<file path="src/pvc_pkg.sv">
// Purpose: Constants for the port V pin configuration block.
// Assumes: Byte-wide register port, one 125 MHz bus clock.
// Notes: Offsets are local indices of this block's register window.
//
// Behaviour
// - Data and input reads may lag a direction change by up to two clocks; the code lags three, as PIN_OE is registered ahead of the synchroniser.
// - Reserved locations read zero; writes to them do nothing.
// - Each pull enable bit turns on a pull device only on an input pin.
// - Pull enable has no influence while the pin is an output.
// - After reset all pull enable bits are clear.
// - Polarity 1 selects pull-down, 0 selects pull-up, for enabled input pulls.
// - Polarity bits also choose the active interrupt edge per pin.
// - Slew bit 1 enables slew control and disables the input buffer.
// - In deep stop, slew control is forced off regardless of the register.
// - With motor controller off, routed enabled bus/shutdown inputs keep buffers on.
// - Route bit 2: channel two on pin four when 0, alternate pin two when 1.
// - Route bit 3: channel three on pin six when 0, alternate pin three when 1.
// - Every pin serves as general purpose I/O or peripheral input/output.
// - All configuration registers accept writes at any time.
// - Data reads return pin state when direction is 0, register when 1.
package pvc_pkg;
  // ********************
  // Register map
  // ********************
  localparam logic [3:0] ADDR_DATA = 4'h0;
  localparam logic [3:0] ADDR_INPUT = 4'h1;
  localparam logic [3:0] ADDR_DIR = 4'h2;
  localparam logic [3:0] ADDR_RSVD_LO = 4'h3;
  localparam logic [3:0] ADDR_RSVD_HI = 4'h7;
  localparam logic [3:0] ADDR_PULL_EN = 4'h8;
  localparam logic [3:0] ADDR_PULL_POL = 4'h9;
  localparam logic [3:0] ADDR_SLEW = 4'hA;
  localparam logic [3:0] ADDR_ROUTE = 4'hB;
  localparam logic [7:0] RESET_BYTE = 8'h00;
  localparam logic [7:0] IBUF_RESET_BYTE = 8'hFF;
  localparam logic [7:0] ROUTE_MASK = 8'h0C;
  localparam int ROUTE_CH2_BIT = 2;
  localparam int ROUTE_CH3_BIT = 3;
  localparam int PIN_CH2 = 4;
  localparam int PIN_CH3 = 6;
  localparam int SYNC_STAGES = 2;
  // ********************
  // Timing
  // ********************
  localparam int CLK_PERIOD_NS = 8;
  localparam int SLEW_SETTLE_NS = 300;
  localparam int SLEW_SETTLE_CYC = SLEW_SETTLE_NS / CLK_PERIOD_NS;
endpackage

</file>
<file path="src/pvc_top.sv">
// Purpose: Port V pull, slew, routing and readback configuration.
// Assumes: Pin inputs and peripheral controls are synchronous to CLK.
// Notes: Data/direction registers drive the pins when no peripheral owns them, and serve readback.
//        Every output is a flop, so each pin control lags its cause by one clock.
//        The 300 ns slew settling time is left to software; no counter times it.
//        Peripheral ownership, stop mode and buffer keeping arrive as plain inputs.
//        Reserved and unmapped locations read as zero and ignore writes.
//
// Design decisions made here: the strobed register port and the register offsets.
`timescale 1ns/1ns
`default_nettype none
module pvc_top (
  input wire logic CLK,
  input wire logic RESET,
  input wire logic [3:0] ADDR,
  input wire logic [7:0] WDATA,
  input wire logic WR,
  input wire logic RD,
  output logic [7:0] RDATA,
  input wire logic [7:0] PIN_IN,
  input wire logic [7:0] PERIPH_OE,
  input wire logic [7:0] PERIPH_OUT,
  input wire logic [7:0] PERIPH_EN,
  input wire logic [7:0] KEEP_BUF,
  input wire logic MOTOR_EN,
  input wire logic STOP_MODE,
  output logic [7:0] PIN_OUT,
  output logic [7:0] PIN_OE,
  output logic [7:0] PULL_UP_EN,
  output logic [7:0] PULL_DN_EN,
  output logic [7:0] SLEW_EN,
  output logic [7:0] IBUF_EN,
  output logic [7:0] EDGE_RISE,
  output logic ROUTE_CH2_ALT,
  output logic ROUTE_CH3_ALT
);
  // ********************
  // Registers
  // ********************
  // Software-visible configuration.
  logic [7:0] data_r;
  logic [7:0] dir_r;
  logic [7:0] pull_en_r;
  logic [7:0] pull_pol_r;
  logic [7:0] slew_r;
  logic [7:0] route_r;

  // Input synchroniser stages and the registered read data.
  logic [7:0] sync1_r;
  logic [7:0] sync2_r;
  logic [7:0] rdata_r;

  // Output flops; each top-level output except RDATA, which comes from rdata_r, comes straight from one of these.
  logic [7:0] pin_out_r;
  logic [7:0] pin_oe_r;
  logic [7:0] pu_r;
  logic [7:0] pd_r;
  logic [7:0] slew_en_r;
  logic [7:0] ibuf_r;
  logic [7:0] edge_r;
  logic rt2_r;
  logic rt3_r;

  // ********************
  // Address decode
  // ********************

  // Address decode; reserved and unmapped locations select nothing.
  wire sel_data = (ADDR == pvc_pkg::ADDR_DATA);
  wire sel_input = (ADDR == pvc_pkg::ADDR_INPUT);
  wire sel_dir = (ADDR == pvc_pkg::ADDR_DIR);
  wire sel_pe = (ADDR == pvc_pkg::ADDR_PULL_EN);
  wire sel_pp = (ADDR == pvc_pkg::ADDR_PULL_POL);
  wire sel_slew = (ADDR == pvc_pkg::ADDR_SLEW);
  wire sel_route = (ADDR == pvc_pkg::ADDR_ROUTE);

  // ********************
  // Pin control
  // ********************
  // Effective pin state: a peripheral owns the direction when enabled.
  // The pull gate uses the same direction that drives the pin, so a pull
  // and the output driver can never be on together for one clock.
  wire [7:0] oe_nxt = (PERIPH_EN & PERIPH_OE) | (~PERIPH_EN & dir_r);
  wire [7:0] out_nxt = (PERIPH_EN & PERIPH_OUT) | (~PERIPH_EN & data_r);
  wire [7:0] pull_act = pull_en_r & ~oe_nxt;
  wire [7:0] pu_nxt = pull_act & ~pull_pol_r;
  wire [7:0] pd_nxt = pull_act & pull_pol_r;
  // Stop mode forces slew off, which also releases the input buffers.
  wire [7:0] slew_nxt = STOP_MODE ? 8'h00 : slew_r;
  wire [7:0] keep = MOTOR_EN ? 8'h00 : KEEP_BUF;
  wire [7:0] ibuf_nxt = ~slew_nxt | keep;

  // ********************
  // Read path
  // ********************
  // Read mux; the data view picks pins or latch per direction bit.
  // Pin levels are only seen through the synchroniser, hence the two-clock lag.
  wire [7:0] data_view = (dir_r & data_r) | (~dir_r & sync2_r);
  wire [7:0] rd_nxt = sel_data ? data_view :
                      sel_input ? sync2_r :
                      sel_dir ? dir_r :
                      sel_pe ? pull_en_r :
                      sel_pp ? pull_pol_r :
                      sel_slew ? slew_r :
                      sel_route ? route_r : pvc_pkg::RESET_BYTE;

  // ********************
  // Register file
  // ********************
  // Software writes; accepted at any time regardless of pin usage.
  always_ff @(posedge CLK or posedge RESET) begin
    if (RESET) begin
      data_r <= pvc_pkg::RESET_BYTE;
      dir_r <= pvc_pkg::RESET_BYTE;
      pull_en_r <= pvc_pkg::RESET_BYTE;
      pull_pol_r <= pvc_pkg::RESET_BYTE;
      slew_r <= pvc_pkg::RESET_BYTE;
      route_r <= pvc_pkg::RESET_BYTE;
    end else if (WR) begin
      if (sel_data) data_r <= WDATA;
      if (sel_dir) dir_r <= WDATA;
      if (sel_pe) pull_en_r <= WDATA;
      if (sel_pp) pull_pol_r <= WDATA;
      if (sel_slew) slew_r <= WDATA;
      if (sel_route) route_r <= WDATA & pvc_pkg::ROUTE_MASK;
    end
  end

  // Two-stage input synchroniser; with the PIN_OE flop ahead of it, this makes the three-clock readback lag after a turn-around.
  always_ff @(posedge CLK or posedge RESET) begin
    if (RESET) begin
      sync1_r <= pvc_pkg::RESET_BYTE;
      sync2_r <= pvc_pkg::RESET_BYTE;
    end else begin
      sync1_r <= PIN_IN;
      sync2_r <= sync1_r;
    end
  end

  // ********************
  // Output flops
  // ********************
  // Registered outputs and read data; the input buffers are on out of reset
  // because slew control starts off.
  always_ff @(posedge CLK or posedge RESET) begin
    if (RESET) begin
      rdata_r <= pvc_pkg::RESET_BYTE;
      pin_out_r <= pvc_pkg::RESET_BYTE;
      pin_oe_r <= pvc_pkg::RESET_BYTE;
      pu_r <= pvc_pkg::RESET_BYTE;
      pd_r <= pvc_pkg::RESET_BYTE;
      slew_en_r <= pvc_pkg::RESET_BYTE;
      ibuf_r <= pvc_pkg::IBUF_RESET_BYTE;
      edge_r <= pvc_pkg::RESET_BYTE;
      rt2_r <= 1'b0;
      rt3_r <= 1'b0;
    end else begin
      rdata_r <= RD ? rd_nxt : pvc_pkg::RESET_BYTE;
      pin_out_r <= out_nxt;
      pin_oe_r <= oe_nxt;
      pu_r <= pu_nxt;
      pd_r <= pd_nxt;
      slew_en_r <= slew_nxt;
      ibuf_r <= ibuf_nxt;
      edge_r <= pull_pol_r;
      rt2_r <= route_r[pvc_pkg::ROUTE_CH2_BIT];
      rt3_r <= route_r[pvc_pkg::ROUTE_CH3_BIT];
    end
  end

  assign RDATA = rdata_r;
  assign PIN_OUT = pin_out_r;
  assign PIN_OE = pin_oe_r;
  assign PULL_UP_EN = pu_r;
  assign PULL_DN_EN = pd_r;
  assign SLEW_EN = slew_en_r;
  assign IBUF_EN = ibuf_r;
  assign EDGE_RISE = edge_r;
  assign ROUTE_CH2_ALT = rt2_r;
  assign ROUTE_CH3_ALT = rt3_r;

  // ********************
  // Assertions
  // ********************
  // Reserved locations must read as zero.
  rsvd_read_zero_a: assert property (@(posedge CLK) disable iff (RESET)
    RD && ADDR >= pvc_pkg::ADDR_RSVD_LO && ADDR <= pvc_pkg::ADDR_RSVD_HI |=> RDATA == 8'h00)
    else $error("reserved read not zero");

  // A write to a reserved location must leave the pull enable, slew, route and direction registers alone.
  rsvd_write_a: assert property (@(posedge CLK) disable iff (RESET)
    WR && ADDR >= pvc_pkg::ADDR_RSVD_LO && ADDR <= pvc_pkg::ADDR_RSVD_HI |=>
    $stable(pull_en_r) && $stable(slew_r) && $stable(route_r) && $stable(dir_r))
    else $error("reserved write changed state");

  // No pull device may be on while the pin drives.
  pull_out_off_a: assert property (@(posedge CLK) disable iff (RESET)
    ((PULL_UP_EN | PULL_DN_EN) & PIN_OE) == 8'h00)
    else $error("pull active on output");

  // Pull-down follows a set polarity bit on enabled inputs.
  pull_pol_sel_a: assert property (@(posedge CLK) disable iff (RESET)
    ##1 (PULL_DN_EN == ($past(pull_en_r) & ~$past(oe_nxt) & $past(pull_pol_r))))
    else $error("pull polarity wrong");

  // Pull-up follows a clear polarity bit on enabled inputs.
  pull_up_sel_a: assert property (@(posedge CLK) disable iff (RESET)
    1'b1 |=> PULL_UP_EN == ($past(pull_en_r) & ~$past(oe_nxt) & ~$past(pull_pol_r)))
    else $error("pull-up select wrong");

  // While reset is applied, no pull device is on.
  pull_reset_a: assert property (@(posedge CLK)
    RESET |-> (PULL_UP_EN | PULL_DN_EN) == 8'h00)
    else $error("pull active in reset");

  // Stop mode overrides the slew register.
  stop_slew_off_a: assert property (@(posedge CLK) disable iff (RESET)
    STOP_MODE |=> SLEW_EN == 8'h00 && IBUF_EN == 8'hFF)
    else $error("slew not forced off in stop");

  // Outside stop, slew control follows the register.
  slew_follow_a: assert property (@(posedge CLK) disable iff (RESET)
    !STOP_MODE |=> SLEW_EN == $past(slew_r))
    else $error("slew does not follow register");

  // With the motor controller on nothing keeps a buffer, so it is the inverse of slew.
  slew_buf_a: assert property (@(posedge CLK) disable iff (RESET)
    !STOP_MODE && MOTOR_EN |=> IBUF_EN == ~SLEW_EN)
    else $error("input buffer not opposite of slew");

  // Routing bit 2 reaches its output two clocks after the write.
  route_ch2_a: assert property (@(posedge CLK) disable iff (RESET)
    WR && sel_route |=> ##1 ROUTE_CH2_ALT == $past(WDATA[2], 2))
    else $error("channel two route wrong");

  // Routing bit 3 reaches its output two clocks after the write.
  route_ch3_a: assert property (@(posedge CLK) disable iff (RESET)
    WR && sel_route |=> ##1 ROUTE_CH3_ALT == $past(WDATA[3], 2))
    else $error("channel three route wrong");

  // The data address shows the latch for outputs and the pins for inputs.
  data_view_a: assert property (@(posedge CLK) disable iff (RESET)
    RD && sel_data |=> RDATA == (($past(dir_r) & $past(data_r)) | (~$past(dir_r) & $past(sync2_r))))
    else $error("data readback wrong");

  // The input address always shows the synchronised pins.
  input_read_a: assert property (@(posedge CLK) disable iff (RESET)
    RD && sel_input |=> RDATA == $past(sync2_r))
    else $error("input readback wrong");

  // Configuration writes land whatever the pin is doing.
  cfg_write_a: assert property (@(posedge CLK) disable iff (RESET)
    WR && sel_pe |=> pull_en_r == $past(WDATA))
    else $error("pull enable write lost");

  // A kept buffer stays on with the motor controller off.
  keep_buf_a: assert property (@(posedge CLK) disable iff (RESET)
    !MOTOR_EN && KEEP_BUF[0] |=> IBUF_EN[0])
    else $error("kept input buffer disabled");

  // Pins reach the read path after exactly two clocks.
  sync_lag_a: assert property (@(posedge CLK) disable iff (RESET)
    ##2 sync2_r == $past(PIN_IN, 2))
    else $error("input lag not two clocks");

  // The edge select is a copy of the polarity bits.
  edge_sel_a: assert property (@(posedge CLK) disable iff (RESET)
    ##1 EDGE_RISE == $past(pull_pol_r))
    else $error("edge select wrong");

  // A peripheral that owns a pin sets its direction.
  pin_oe_a: assert property (@(posedge CLK) disable iff (RESET)
    1'b1 |=> PIN_OE == (($past(PERIPH_EN) & $past(PERIPH_OE)) | (~$past(PERIPH_EN) & $past(dir_r))))
    else $error("pin direction wrong");

  // Main scenarios that the bench is expected to reach.
  pull_up_c: cover property (@(posedge CLK) |PULL_UP_EN);
  pull_dn_c: cover property (@(posedge CLK) |PULL_DN_EN);
  stop_c: cover property (@(posedge CLK) STOP_MODE && |slew_r);
  route_c: cover property (@(posedge CLK) ROUTE_CH2_ALT && ROUTE_CH3_ALT);
  keep_c: cover property (@(posedge CLK) !MOTOR_EN && |(KEEP_BUF & SLEW_EN));
endmodule // pvc_top
`default_nettype wire

</file>
<file path="config.mk">
export PLATFORM = sky130hd
export DESIGN_NAME = pvc_top
export DESIGN_NICKNAME = d
export VERILOG_FILES = /design/src/pvc_pkg.sv /design/src/pvc_top.sv
export SDC_FILE = /design/constraint.sdc
export NUM_CORES = 1
export LEC_CHECK = 0
export BUFFER_PORTS_ARGS = -buffer_cell sky130_fd_sc_hd__buf_2
export CORE_ASPECT_RATIO = 1.5
export CORE_UTILIZATION = 45
export DETAILED_ROUTE_END_ITERATION = 6
export PLACE_DENSITY = 0.74
export SKIP_CTS_REPAIR_TIMING = 1
export SYNTH_ARGS = -nofsm -noshare
export SYNTH_HDL_FRONTEND = slang
export SYNTH_SLANG_ARGS = --single-unit
export TNS_END_PERCENT = 100
</file>
<file path="constraint.sdc">
create_clock -name CLK -period 6.81 [get_ports CLK]
set_input_delay 0 -clock CLK [delete_from_list [all_inputs] [get_ports CLK]]
set_output_delay 0 -clock CLK [all_outputs]
set_load 0.02 [all_outputs]
</file>
==> flow_metrics.py <==
metrics = {
    "run_status": {
        "status": "finished, violations left",
        "violations": "negative hold slack",
    },
    "setup_path": {
        "path_max_fanout": 64,
        "path_class": "primary input to asynchronous set/reset pin",
        "required_ns": 7.25,
        "startpoint_type": "primary input",
        "end_kind": "asynchronous set/reset pin",
        "ff2ff_path_depth": 4,
        "crit_end": "sync2_r[3]",
        "arrival_ns": 1.95,
        "reg2reg_from": "dir_r[4]",
        "worst_r2r_endpoint": "PULL_UP_EN[4]",
        "rrSetupSlack_ns": 5.36,
        "critPathLaunch": "RESET",
    },
    "yosys": {
        "synthSimpleGateAreaFrac_pct": 8.79,
        "synth_fa_ha_area_share_pct": 0,
        "synth_compound_area_share_pct": 4.63,
        "ys_ff_latch": 124,
        "synth_nets": 390,
        "avgSynthCellArea_um2": 14.2,
        "synth_top_area_share_pct": 61.8,
        "synthCells": 332,
        "yosysSeqAreaShare_pct": 66.2,
        "yosysWarnings": 0,
        "synth_top_cell_by_area": "dfrtp_1",
        "yosysUniqueCellTypes": 32,
        "synth_xor_area_share_pct": 0,
        "synth_ff_type": "dfrtp_1",
        "synthMuxAreaShare_pct": 17.5,
        "synth_top_family_by_area": "multiplexers",
        "async_reset_ff_share_pct": 100,
        "synth-edff-count": 0,
        "syn_area_um2": 4700,
        "synth.area.top_cells": "dfrtp_1 (62%), mux2_2 (8.1%), mux2_4 (5.1%)",
    },
    "route": {
        "routedWlPerCell_um": 15.8,
        "dr.pass1.iters": 4,
        "vias_per_cell": 4.96,
        "drtIter0Drc": 160,
        "drc_errors": 0,
        "wirelength_um": 10500,
        "ant_nets": 0,
        "dr_total_vias": 3291,
    },
    "power": {
        "fin_total_pwr_mw": 2.22,
        "p_leak_nw": 3.35,
        "vdd_ir_drop_max_v": 0.000231,
        "cellPowerDensity_nw_per_um2": 332,
    },
    "sta": {
        "slew_violations": 0,
        "fmax_mhz": 660,
        "setup_violations": 0,
        "tns_ns": 0,
        "layout_setup_ws_ns": 5.29,
        "hold_viol": 1,
        "slew_headroom_pct": 48.2,
        "fin_skew_ns": 0.0109,
        "worstMarginPinSlew_ns": 0.777,
        "rsz0062_at_grt": "no",
        "fin_crit_ns": 1.52,
        "hold_slack_ns": -0.00181,
        "fin_crit_sh_pct": 22.3,
    },
    "flow_run": {
        "maxCapViolations": 0,
    },
    "global_routing": {
        "grt_start_max_net_pins": 65,
        "antenna_found_initial": 0,
        "grt_pass1_vias": 3120,
        "grt_usage_pct": 19.0,
        "grt_overflow_total": 0,
        "grt_pass1_wl_um": 15300,
    },
    "floorplanning": {
        "num_rows": 45,
        "initial_utilization_pct": 46.4,
        "dieHeight_um": 127,
        "coreArea_um2": 10100,
        "die_w_um": 85.4,
        "io_pins": 124,
        "fp.dieArea_um2": 10900,
    },
    "placed_design": {
        "dp_slack_ns": 4.96,
        "gp_congestion": 0.830,
        "dpl.hpwl_um": 6600,
        "portBuffers": 123,
    },
    "cells_and_area": {
        "antenna_cells": 0,
        "syn2layout_area_growth_pct": 42.1,
        "final_util_pct": 65.9,
        "drive_gt1_share_pct": 40.3,
        "fin_nets": 592,
        "fill_cells": 726,
    },
    "min_path": {
        "hold_path.class": "primary input to flop",
    },
    "clock_tree": {
        "cts_tree": "yes",
        "cts_root_buf": "clkbuf_16",
        "clock_latency_ns": 0.41,
        "cts.path.max_buffers": 2,
        "htree_levels": 4,
        "path_clk_slew_ns": 0.05,
        "cts_made_buffers": 17,
        "cts_sinks": 124,
    },
}
==> placed cells by master, fill, tap and decap left out, drive strengths merged, types with 9 or more instances in the layout <==
cell type	netlist	routed
inv	18	18
nor2b	9	9
mux2i	20	20
nor2	28	28
buf	8	124
dlygate4sd3	0	68
dfrtp	116	116
nand2	13	13
clkbuf	1	23
and3	9	9
mux2	50	50
==> critical path: stages <==
cell and delay, ns:
dlygate4sd3_1 0.53, buf_2 0.13, inv_4 0.50, buf_4 0.74
==> power by group <==
part           total [mW]  internal [mW]  switching (mW)
combinational       0.382          0.192           0.190
clock               0.892          0.599           0.293
sequential          0.946          0.861          0.0845
==> metrics by stage <==
step,area [um2],instances
global route,6680,663
detailed placement,5410,564
global placement,5410,564
CTS,6000,595
finish,6680,663
floorplan,4700,332
==> worst min path at each step <==
stage | startpoint | endpoint | cells past startpoint
after CTS | PIN_IN[4] | sync1_r[4] | 1
after global routing | PERIPH_EN[2] | PULL_DN_EN[2] | 3
after global placement | PIN_IN[2] | sync1_r[2] | 1
final | PERIPH_EN[6] | PULL_DN_EN[6] | 3
after detailed placement | PIN_IN[4] | sync1_r[4] | 1
after floorplan | PIN_IN[0] | sync1_r[0] | 0
==> layer usage <==
metal	GRT usage, %	routed length [um]	vias to the layer above	part of all wire, %
met1	22.2	4290	1617	41
met3	5.43	427	14	4.1
met2	31.8	5570	115	53
li1	-	-	1545	-
met5	0	0	-	0
met4	10.0	200	0	1.9
==> kinds of logic after synthesis <==
family	Yosys count
DFF	124
AOI/OAI and AO/OA	34
buffers and inverters	27
muxes	70
and+or+nand+nor	77
==> synth_stat cells (3+ instances only) <==
| library cell | n |
|---|---|
| mux2_2 | 34 |
| nor2b_1 | 9 |
| mux2_4 | 16 |
| and3_1 | 8 |
| nand3_1 | 3 |
| o21ai_0 | 8 |
| a311oi_1 | 6 |
| a211oi_1 | 6 |
| dfstp_2 | 8 |
| dfrtp_1 | 116 |
| a21oi_1 | 8 |
| buf_6 | 3 |
| nand2_1 | 12 |
| buf_2 | 4 |
| mux2i_1 | 20 |
| o22ai_1 | 4 |
| nor2_1 | 26 |
| nand2b_1 | 7 |
| inv_1 | 18 |
==> area by class of cell <==
class	instances	area, um2	share of cell area, %
inverters	18	70.1	1.05
flip-flops and latches	124	3110	46.6
repair buffers	192	1300	19.5
clock inverters	8	115	1.72
multi-input cells	181	1450	21.8
well taps	117	146	2.19
clock buffers	23	478	7.15
(Power assumes the default switching activity.)
